<file path="config.mk">
export PLATFORM = sky130hd
export DESIGN_NAME = gciv_top
export DESIGN_NICKNAME = d
export VERILOG_FILES = /design/src/logic/gciv_pkg.sv /design/src/logic/gciv_prio_enc.sv /design/src/logic/gciv_sync3.sv /design/src/logic/gciv_top.sv
export SDC_FILE = /design/constraint.sdc
export NUM_CORES = 1
export LEC_CHECK = 0
export ABC_AREA = 1
export BUFFER_PORTS_ARGS = -buffer_cell sky130_fd_sc_hd__buf_2
export CAP_MARGIN = 15
export CORE_MARGIN = 1.5
export CORE_UTILIZATION = 30
export CTS_CLUSTER_SIZE = 10
export DETAILED_ROUTE_END_ITERATION = 8
export SYNTH_ARGS = -nofsm -noshare
export SYNTH_HDL_FRONTEND = slang
export SYNTH_SLANG_ARGS = --single-unit
</file>
<file path="constraint.sdc">
create_clock -name i_clk_sys -period 24.5 [get_ports i_clk_sys]
set_clock_uncertainty 0.05 [all_clocks]
set_input_delay 1.225 -clock i_clk_sys [delete_from_list [all_inputs] [get_ports i_clk_sys]]
set_output_delay 1.225 -clock i_clk_sys [all_outputs]
set_load 0.005 [all_outputs]
</file>
<file path="src/logic/gciv_pkg.sv">
// Purpose: Shared constants and types of the general control and irq vector block
// Assumes: 8-bit registers on a plain strobe port, one 50 MHz clock
// Notes: Event, mask and pin status registers sit in spare space of the window
package gciv_pkg;
  // ==========================================================
  // Register map
  localparam logic [31:0] GEN_CTRL_ADDR = 32'hfff42002;
  localparam logic [31:0] VEC_BASE_ADDR = 32'hfff42003;
  localparam logic [31:0] EVT_STAT_ADDR = 32'hfff420f0;
  localparam logic [31:0] EVT_MASK_ADDR = 32'hfff420f1;
  localparam logic [31:0] PIN_STAT_ADDR = 32'hfff420f2;
  // ==========================================================
  // Field layout and reset values
  localparam int GC_BOOT_BIT = 7;
  localparam int GC_CPU_BIT = 2;
  localparam int GC_MASTER_IRQ_ENABLE_BIT = 1;
  localparam int GC_FAST_BIT = 0;
  localparam int VB_LO = 4;
  localparam logic [7:0] VEC_RESET = 8'h0f;
  localparam logic [3:0] NIB_ZERO = 4'h0;
  localparam logic [7:0] BYTE_ZERO = 8'h00;
  localparam logic [2:0] LVL_NONE = 3'h0;
  localparam logic [2:0] PINS_IDLE_N = 3'h7;
  // ==========================================================
  // Interrupt sources
  localparam int NUM_SRC = 14;
  localparam logic [3:0] SRC_SER_MODEM = 4'hb;
  localparam logic [3:0] SRC_SER_RX = 4'hc;
  localparam logic [3:0] SRC_SER_TX = 4'hd;
  localparam logic [31:0] DROM0_TOP = 32'h0001ffff;
  // ==========================================================
  // Events of the sticky status register
  localparam int EVT_W = 3;
  localparam int EVT_BOOT = 0;
  localparam int EVT_PASS = 1;
  localparam int EVT_FETCH = 2;
  // ==========================================================
  // Timing
  localparam int CLK_PERIOD_NS = 20;
  localparam int BOOT_TIMEOUT_NS = 2000;
  localparam int BOOT_TIMEOUT_CYC = (BOOT_TIMEOUT_NS + CLK_PERIOD_NS - 1) / CLK_PERIOD_NS;
  localparam int CNT_W = 12;
  // ==========================================================
  // Types
  typedef logic [NUM_SRC-1:0][2:0] gciv_lvls_t;
  typedef enum logic [1:0] {ACK_IDLE = 2'b00, ACK_FETCH = 2'b01} gciv_ack_e;
  typedef enum logic [1:0] {
    BOOT_ARMED = 2'b00,
    BOOT_TIMING = 2'b01,
    BOOT_DONE = 2'b11
  } gciv_boot_e;
  typedef struct packed {
    logic [31:0] addr;
    logic [7:0] wdata;
    logic wr;
    logic rd;
  } gciv_regreq_s;
  typedef struct packed {
    logic req;
    logic [2:0] level;
  } gciv_iack_s;
  typedef struct packed {
    logic done;
    logic [7:0] vector;
  } gciv_iack_ans_s;
  typedef struct packed {
    logic valid;
    logic [7:0] vector;
  } gciv_servec_s;
  typedef struct packed {
    logic start;
    logic [31:0] addr;
    logic responded;
  } gciv_mem_s;
endpackage

</file>
<file path="src/logic/gciv_prio_enc.sv">
// Purpose: Picks the highest-coded active request
// Assumes: Request bit index equals the source code
// Notes: Purely combinational
`timescale 1ns/1ns
`default_nettype none
module gciv_prio_enc #(
  parameter int N = 14
) (
  input wire logic [N-1:0] i_req,
  output logic o_any,
  output logic [3:0] o_code
);
  // ==========================================================
  // Later index overrides earlier, so higher code wins
  always_comb begin
    o_any = 1'b0;
    o_code = 4'h0;
    for (int i = 0; i < N; i++) begin
      if (i_req[i]) begin
        o_any = 1'b1;
        o_code = 4'(i);
      end
    end
  end
endmodule
`default_nettype wire

</file>
<file path="src/logic/gciv_sync3.sv">
// Purpose: Three-stage input synchroniser for pins
// Assumes: Input is asynchronous to i_clk_sys
// Notes: Output moves only when stages two and three agree
`timescale 1ns/1ns
`default_nettype none
module gciv_sync3 #(
  parameter int W = 3,
  parameter logic [W-1:0] INIT = '1
) (
  input wire logic i_clk_sys,
  input wire logic i_sys_rst,
  input wire logic [W-1:0] i_async,
  output logic [W-1:0] o_sync
);
  typedef struct packed {
    logic [W-1:0] s1;
    logic [W-1:0] s2;
    logic [W-1:0] s3;
    logic [W-1:0] q;
  } gciv_sync_s;
  gciv_sync_s st_q;
  gciv_sync_s st_d;
  // ==========================================================
  // Shift and agree; the first stage feeds only the second
  always_comb begin
    st_d = st_q;
    st_d.s1 = i_async;
    st_d.s2 = st_q.s1;
    st_d.s3 = st_q.s2;
    if (st_q.s2 == st_q.s3) begin
      st_d.q = st_q.s3;
    end
  end
  always_ff @(posedge i_clk_sys) begin
    if (i_sys_rst) begin
      st_q <= {INIT, INIT, INIT, INIT};
    end else begin
      st_q <= st_d;
    end
  end
  assign o_sync = st_q.q;
endmodule
`default_nettype wire

</file>
<file path="src/logic/gciv_top.sv">
// Purpose: General control and interrupt vector logic of a local-bus peripheral controller
// Assumes: Synchronous active-high reset covers power-up and local reset
// Notes: Acknowledge answers one cycle after the request unless a serial fetch is needed
// Behaviour
// Master enable gates pins and interrupt output
// Enable low: pass every acknowledge onward
// Reset clears master enable
// Family select drives level pins, else inputs
// Boot alias maps ROM at zero
// Reset clears alias; first-access timeout sets it
// Software picks fast RAM timing by speed
// Vector is base nibble plus source code
// Vector 0F until base register written
// Base reads 0F, then nibble with zeros
// Codes 0-7: printer, SCSI, LAN sources
// Codes 8-D: timers, GPIO, serial sources
// Higher source code wins
// Serial without autovector: fetch external vector
// Software advised base 50, serial 5C
// Low base bits, unused bits ignored
`timescale 1ns/1ns
`default_nettype none
module gciv_top
  import gciv_pkg::*;
#(
  parameter int BOOT_TIMEOUT = gciv_pkg::BOOT_TIMEOUT_CYC
) (
  input wire logic i_clk_sys,
  input wire logic i_sys_rst,
  input wire gciv_pkg::gciv_regreq_s i_reg,
  output logic [7:0] o_reg_rdata,
  input wire logic [gciv_pkg::NUM_SRC-1:0] i_src_req,
  input wire gciv_pkg::gciv_lvls_t i_src_level,
  input wire logic [2:0] i_serial_autovector_enable,
  input wire gciv_pkg::gciv_iack_s i_iack,
  output gciv_pkg::gciv_iack_ans_s o_iack,
  output logic o_ack_passthrough_out_n,
  output logic o_ser_vec_fetch,
  input wire gciv_pkg::gciv_servec_s i_ser_vec,
  input wire logic [2:0] i_encoded_irq_level_pins_in_n,
  output logic [2:0] o_encoded_irq_level_pins_out_n,
  output logic o_encoded_irq_level_pins_oe,
  output logic o_chip_irq,
  input wire gciv_pkg::gciv_mem_s i_mem,
  output logic o_download_rom_sel,
  output logic o_download_rom_claim,
  output logic o_battery_ram_fast_timing,
  output logic o_irq
);
  import gciv_pkg::*;

  // ==========================================================
  // State
  typedef struct packed {
    logic master_irq_enable;
    logic cpu_sel;
    logic boot0;
    logic fast;
    logic [3:0] vb_nib;
    logic vb_written;
    gciv_ack_e ack_st;
    gciv_boot_e boot_st;
    logic [CNT_W-1:0] boot_cnt;
    logic [EVT_W-1:0] evt_stat;
    logic [EVT_W-1:0] evt_mask;
    logic [7:0] rdata;
    logic [2:0] level;
    logic chip_irq;
    logic evt_irq;
    logic iack_done;
    logic [7:0] iack_vec;
    logic pass;
    logic fetch;
    logic claim;
  } gciv_top_s;

  gciv_top_s st_q;
  gciv_top_s st_d;

  localparam logic [CNT_W-1:0] BOOT_LAST = CNT_W'(BOOT_TIMEOUT - 1);

  // ==========================================================
  // Helpers
  // Highest level among active sources
  function automatic logic [2:0] max_level(
    input logic [NUM_SRC-1:0] req,
    input gciv_lvls_t lvls
  );
    logic [2:0] m;
    m = LVL_NONE;
    for (int i = 0; i < NUM_SRC; i++) begin
      if (req[i] && (lvls[i] > m)) begin
        m = lvls[i];
      end
    end
    return m;
  endfunction

  // Vector from base nibble and code, or the post-reset value
  function automatic logic [7:0] make_vec(
    input logic written,
    input logic [3:0] nib,
    input logic [3:0] code
  );
    return written ? {nib, code} : VEC_RESET;
  endfunction

  // Readback of the base register
  function automatic logic [7:0] vb_read(
    input logic written,
    input logic [3:0] nib
  );
    return written ? {nib, NIB_ZERO} : VEC_RESET;
  endfunction

  // ==========================================================
  // Source selection for the acknowledged level
  logic [NUM_SRC-1:0] elig;
  logic win_any;
  logic [3:0] win_code;
  logic [2:0] pins_sync_n;
  logic win_serial;
  logic win_serial_autovector_enable;
  logic wr_gc;
  logic wr_vb;
  logic wr_es;
  logic wr_em;
  logic [EVT_W-1:0] evt_set;

  // Only sources at the level being acknowledged compete
  always_comb begin
    for (int i = 0; i < NUM_SRC; i++) begin
      elig[i] = i_src_req[i] && (i_src_level[i] == i_iack.level);
    end
  end

  gciv_prio_enc #(
    .N(NUM_SRC)
  ) i_gciv_prio_enc (
    .i_req(elig),
    .o_any(win_any),
    .o_code(win_code)
  );

  gciv_sync3 #(
    .W(3),
    .INIT(PINS_IDLE_N)
  ) i_gciv_sync3 (
    .i_clk_sys(i_clk_sys),
    .i_sys_rst(i_sys_rst),
    .i_async(i_encoded_irq_level_pins_in_n),
    .o_sync(pins_sync_n)
  );

  // Serial codes follow their own autovector bit
  always_comb begin
    win_serial = (win_code >= SRC_SER_MODEM);
    case (win_code)
      SRC_SER_MODEM: win_serial_autovector_enable = i_serial_autovector_enable[0];
      SRC_SER_RX: win_serial_autovector_enable = i_serial_autovector_enable[1];
      SRC_SER_TX: win_serial_autovector_enable = i_serial_autovector_enable[2];
      default: win_serial_autovector_enable = 1'b1;
    endcase
  end

  // Address decode of register writes
  assign wr_gc = i_reg.wr && (i_reg.addr == GEN_CTRL_ADDR);
  assign wr_vb = i_reg.wr && (i_reg.addr == VEC_BASE_ADDR);
  assign wr_es = i_reg.wr && (i_reg.addr == EVT_STAT_ADDR);
  assign wr_em = i_reg.wr && (i_reg.addr == EVT_MASK_ADDR);

  // ==========================================================
  // Next state
  always_comb begin
    st_d = st_q;
    evt_set = '0;
    st_d.iack_done = 1'b0;
    st_d.pass = 1'b0;
    st_d.claim = 1'b0;
    st_d.rdata = BYTE_ZERO;

    // Control bits; unused bits are simply dropped
    if (wr_gc) begin
      st_d.master_irq_enable = i_reg.wdata[GC_MASTER_IRQ_ENABLE_BIT];
      st_d.cpu_sel = i_reg.wdata[GC_CPU_BIT];
      st_d.boot0 = i_reg.wdata[GC_BOOT_BIT];
      st_d.fast = i_reg.wdata[GC_FAST_BIT];
    end
    // Only the high nibble is kept
    if (wr_vb) begin
      st_d.vb_nib = i_reg.wdata[7:VB_LO];
      st_d.vb_written = 1'b1;
    end
    if (wr_em) begin
      st_d.evt_mask = i_reg.wdata[EVT_W-1:0];
    end

    // Boot alias: armed by reset, first access is timed
    case (st_q.boot_st)
      BOOT_ARMED: begin
        if (i_mem.start) begin
          st_d.boot_st = i_mem.responded ? BOOT_DONE : BOOT_TIMING;
          st_d.boot_cnt = '0;
        end
      end
      BOOT_TIMING: begin
        if (i_mem.responded) begin
          st_d.boot_st = BOOT_DONE;
        end else if (st_q.boot_cnt == BOOT_LAST) begin
          st_d.boot0 = 1'b1;
          st_d.claim = 1'b1;
          evt_set[EVT_BOOT] = 1'b1;
          st_d.boot_st = BOOT_DONE;
        end else begin
          st_d.boot_cnt = st_q.boot_cnt + 1'b1;
        end
      end
      BOOT_DONE: begin
        st_d.boot_st = BOOT_DONE;
      end
      default: begin
        st_d.boot_st = BOOT_DONE;
      end
    endcase

    // Acknowledge handling
    case (st_q.ack_st)
      ACK_IDLE: begin
        if (i_iack.req) begin
          if (!st_q.master_irq_enable || !win_any) begin
            // Not ours or gated off: hand onward
            st_d.pass = 1'b1;
            evt_set[EVT_PASS] = 1'b1;
          end else if (win_serial && !win_serial_autovector_enable) begin
            // Vector comes from the serial controller
            st_d.fetch = 1'b1;
            st_d.ack_st = ACK_FETCH;
          end else begin
            // Base nibble with source code
            st_d.iack_done = 1'b1;
            st_d.iack_vec = make_vec(st_q.vb_written, st_q.vb_nib, win_code);
          end
        end
      end
      ACK_FETCH: begin
        // Further requests wait; the fetch is not interruptible
        if (i_ser_vec.valid) begin
          st_d.fetch = 1'b0;
          st_d.iack_done = 1'b1;
          st_d.iack_vec = i_ser_vec.vector;
          evt_set[EVT_FETCH] = 1'b1;
          st_d.ack_st = ACK_IDLE;
        end
      end
      default: begin
        st_d.fetch = 1'b0;
        st_d.ack_st = ACK_IDLE;
      end
    endcase

    // Sticky events: a set in the clearing cycle survives
    st_d.evt_stat = (st_q.evt_stat & ~(wr_es ? i_reg.wdata[EVT_W-1:0] : '0)) | evt_set;

    // Readback, valid only in the cycle after the strobe
    if (i_reg.rd) begin
      case (i_reg.addr)
        GEN_CTRL_ADDR: begin
          st_d.rdata[GC_BOOT_BIT] = st_q.boot0;
          st_d.rdata[GC_CPU_BIT] = st_q.cpu_sel;
          st_d.rdata[GC_MASTER_IRQ_ENABLE_BIT] = st_q.master_irq_enable;
          st_d.rdata[GC_FAST_BIT] = st_q.fast;
        end
        VEC_BASE_ADDR: st_d.rdata = vb_read(st_q.vb_written, st_q.vb_nib);
        EVT_STAT_ADDR: st_d.rdata[EVT_W-1:0] = st_q.evt_stat;
        EVT_MASK_ADDR: st_d.rdata[EVT_W-1:0] = st_q.evt_mask;
        PIN_STAT_ADDR: st_d.rdata[2:0] = ~pins_sync_n;
        default: st_d.rdata = BYTE_ZERO;
      endcase
    end

    // Outgoing request level and interrupt lines, all gated
    st_d.level = st_q.master_irq_enable ? max_level(i_src_req, i_src_level) : LVL_NONE;
    st_d.chip_irq = st_q.master_irq_enable && (|i_src_req);
    st_d.evt_irq = st_q.master_irq_enable && (|(st_q.evt_stat & st_q.evt_mask));
  end

  // ==========================================================
  // Registers; reset blocks interrupts and clears the alias
  always_ff @(posedge i_clk_sys) begin
    if (i_sys_rst) begin
      st_q <= '0;
    end else begin
      st_q <= st_d;
    end
  end

  // ==========================================================
  // Outputs
  // Pins driven only for the processor family setting
  assign o_encoded_irq_level_pins_oe = st_q.cpu_sel;
  assign o_encoded_irq_level_pins_out_n = ~st_q.level;
  assign o_chip_irq = st_q.chip_irq;
  assign o_irq = st_q.evt_irq;
  assign o_reg_rdata = st_q.rdata;
  assign o_iack.done = st_q.iack_done;
  assign o_iack.vector = st_q.iack_vec;
  assign o_ack_passthrough_out_n = ~st_q.pass; // Stored high so reset leaves it idle
  assign o_ser_vec_fetch = st_q.fetch;
  assign o_download_rom_claim = st_q.claim;
  assign o_battery_ram_fast_timing = st_q.fast;
  // Decode of the alias window; normal range is decoded outside
  assign o_download_rom_sel = st_q.boot0 && (i_mem.addr <= DROM0_TOP);
endmodule
`default_nettype wire

</file>
==> results <==
- The peak supply drop is approximately 0.038 mV.
- The kind of critical path is in2reg.
- The initial utilization of the core area, before any placement, comes to 0.306.
- Of the synthesized area, sequential elements account for 0.265.
- The number of synthesized register bits is 67.
- Entering global routing, the biggest net connects 31 pins.
- The number of hold-repair buffers added at the cts stage is 0.
- The final cycle utilization of the critical path is 0.606.
- The run finished with clean final reports.
- The final layout contains 1086 nets.
- In this run, distinct cell masters in the synthesized netlist total 46.
- The first TritonRoute pass finished after 5 iterations.
- The first routing iteration left 220 violations.
- The number of global-route vias before repair is 4727.
- Yosys printed 0 warnings.
- Compared with the post-synthesis result, the final layout area differs by 24.5%.
- Post-CTS timing repair inserted 0 buffers for setup.
- The clock slew at the register clock pins of the worst setup and hold paths is around 60 ps.
- The post-synth design cell area is 5060 sq um.
- The core area is 16500 sq um.
- The data required time of the worst path is 24670 ps.
- The floorplan die width is 133 um.
- The clock tree from TritonCTS is done.
- The area of the die is 17600 sq um.
- The final route contains between 5000 and 6000 vias.
- The number of instances resized during post-cts repair is 0.
- The minimum clock period after layout is 14840 ps.
- Input and output buffers added on the ports amount to around 160.
- The clock latency reported for the late side of the worst-skew pair is 330 ps.
- The number of clock sinks is 67.
- The slowest library cell on the worst path is or2_2.
- Once detailed placement completed, the half-perimeter wirelength came to 11400 um.
- The routed length on met3 is between 700 and 800 um.
- Yosys mapped a number of flops with a built-in enable equal to 0.
- 181 I/O pins were placed.
- Setup repair after global routing left no endpoint under its margin.
- Setup violations remaining at the end of the flow were counted as 0.
- The count of nets left with antenna violations once routing finished came out at 0.
- The number of max-slew violations in the final report is 0.
- The die is 133 um tall.
- The critical path capture point type is a flip-flop.
- The post-synthesis instance total is 770.
- At the end of the flow the core is filled with cells to 0.381.
- The met1 wire length is 6690 um.
- The initial antenna violation count is 2.
- Across every metal layer, demand over resource in global routing totals 0.155.
- After detailed routing, the number of remaining DRC violations is 0.
- The max capacitance violation total is 0.
- The data arrival time of the critical path is 15020 ps.
- In this run the number of H-tree levels came out at 3.
- The largest single stage delay on the critical path is roughly 310 ps.
- The peak clock frequency supported by timing is about 0.067 GHz.
- The library cell used most frequently in the layout, excluding fill and tap cells, is buf_2.
- TritonCTS created 9 clock buffers.
- Dividing the synthesized area by the synthesized cell count gives ~6.6 sq um.
- Of all flip-flops after synthesis, the portion carrying an async set or reset was 0.
- The total detailed-routing wirelength is approximately 14000 um.
- The number of nets handed over by synthesis was 942.
- Measured against its own limit, the worst slew margin works out to 0.384.
- The cell leakage power is 3.18 nW.
- Clock tree synthesis selected as its root buffer the cell clkbuf_16.
- In the final routed layout, each cell accounts on average for 12.2 um.
- The most used flip-flop cell after synthesis is dfxtp_1.
- For the pin with the worst max-slew slack, the measured transition is 901 ps.
- The cell repeated most along the worst path is nand2_2.
- The cell area power density is 57.3 nW/um^2.
- Summed over all layers, the global routing overflow is 0.
- The startpoint type of the worst setup path is an input port.
- The met2 wire length is 6270 um.
- The floorplan has 47 rows.
- In the final layout, the share of cells above drive strength 1 is 0.262.
- The final cell count without fillers is 1140.
- The first global-routing pass estimated 22100 um of wire.
- The worst hold-check path type is reg2reg.
- The sum of negative setup slack is 0 ps.
- The top cell types in the final layout, fill and taps aside, are buf_2, inv_1, nand2_1.
- The last weighted congestion value of the routability-driven placer is 0.886.
- Signal routing reaches up to met5.
- The clock passes through at most 2 buffers.
- In this run the worst path has a maximum fanout of 6.
- The hold violation total from the final report is 0.
- In this run, placement finished with an instance count of 1123.
- Dividing the detail-routed via count by the number of cells gives 4.63.
stage by stage:
stage | cell area, sq um | power, mW | hold WS [ps] | worst slack [ps]
after floorplan | 5060 | 0.195 | 339 | 10500
after global placement | 5970 | 0.222 | 344 | 9430
after detailed placement | 5970 | 0.224 | 352 | 9290
after CTS | 6290 | 0.363 | 366 | 9600
after global routing | 6300 | 0.386 | 369 | 8150
final | 6300 | 0.361 | 361 | 9660
area by class of cell:
class | instances | area, sq um
multi-input cells | 519 | 2960
fillers | 1789 | 10200
inverters | 155 | 582
flip-flops and latches | 67 | 1340
diodes | 1 | 2.50
clock inverters | 7 | 98.8
well taps | 220 | 275
clock buffers | 9 | 225
repair buffers | 162 | 811
worst max-delay path: cells and delay by family:
family	cells	cell delay, ps
adder cells (fa/ha/maj)	13	3600
AND/OR/NAND/NOR	43	4610
buffers and inverters	17	1170
AO/OA/AOI/OAI	25	4360
worst paths after layout:
| check | slack, ps | depth (start not counted) | startpoint | end |
|---|---|---|---|---|
| max reg2reg | 22160 | 12 | st_q[31] | st_q[41] |
| max | 9660 | 98 | i_src_level[0] | st_q[15] |
| min | 360 | 1 | i_gciv_sync3.st_d[6] | i_gciv_sync3.st_d[3] |
| min reg2reg | 360 | 1 | i_gciv_sync3.st_d[6] | i_gciv_sync3.st_d[3] |
flip-flops by register name (all words and copies together) (netlist names), 3 cells and up:
| register | cells |
|---|---|
| st_q | 32 |
| o_iack | 9 |
| o_reg_rdata | 8 |
| i_gciv_sync3.st_d | 6 |
| i_gciv_sync3.o_sync | 3 |
| i_gciv_sync3.st_q | 3 |
cell usage after synthesis (7+ instances only):
library cell | instances | area [sq um]
nor4_1 | 12 | 75.1
o22ai_1 | 15 | 93.8
nand2_1 | 126 | 473
nor2_1 | 45 | 169
clkbuf_1 | 11 | 41.3
nand3_2 | 12 | 120
ha_1 | 19 | 238
nand3_1 | 39 | 195
or2_2 | 16 | 100
dfxtp_1 | 67 | 1340
o211ai_1 | 7 | 52.6
a31oi_1 | 9 | 56.3
nor3_1 | 19 | 95.1
o21ai_0 | 38 | 190
xor2_1 | 13 | 114
inv_1 | 151 | 567
a21oi_1 | 52 | 260
nand4_1 | 9 | 56.3
o21a_1 | 11 | 82.6
a211oi_1 | 11 | 82.6
buf_4 | 17 | 128
nand2_2 | 27 | 169
cells by family after synthesis:
family,synth area share
fa+ha+maj,0.0470
compound gates,0.209
simple gates,0.302
buf+inv,0.149
xor+xnor,0.0277
flops,0.265
layer usage:
metal | track usage | vias up
li1 | - | 2835
met1 | 0.205 | 2294
met2 | 0.256 | 133
met3 | 0.0410 | 15
met4 | 0.0275 | 2
met5 | 0 | -
where the power goes:
part	internal, mW	switching [mW]
registers	0.111	0.00101
logic	0.0464	0.0632
clock network	0.0897	0.0494
No activity file was read; power rests on OpenSTA's default activity.
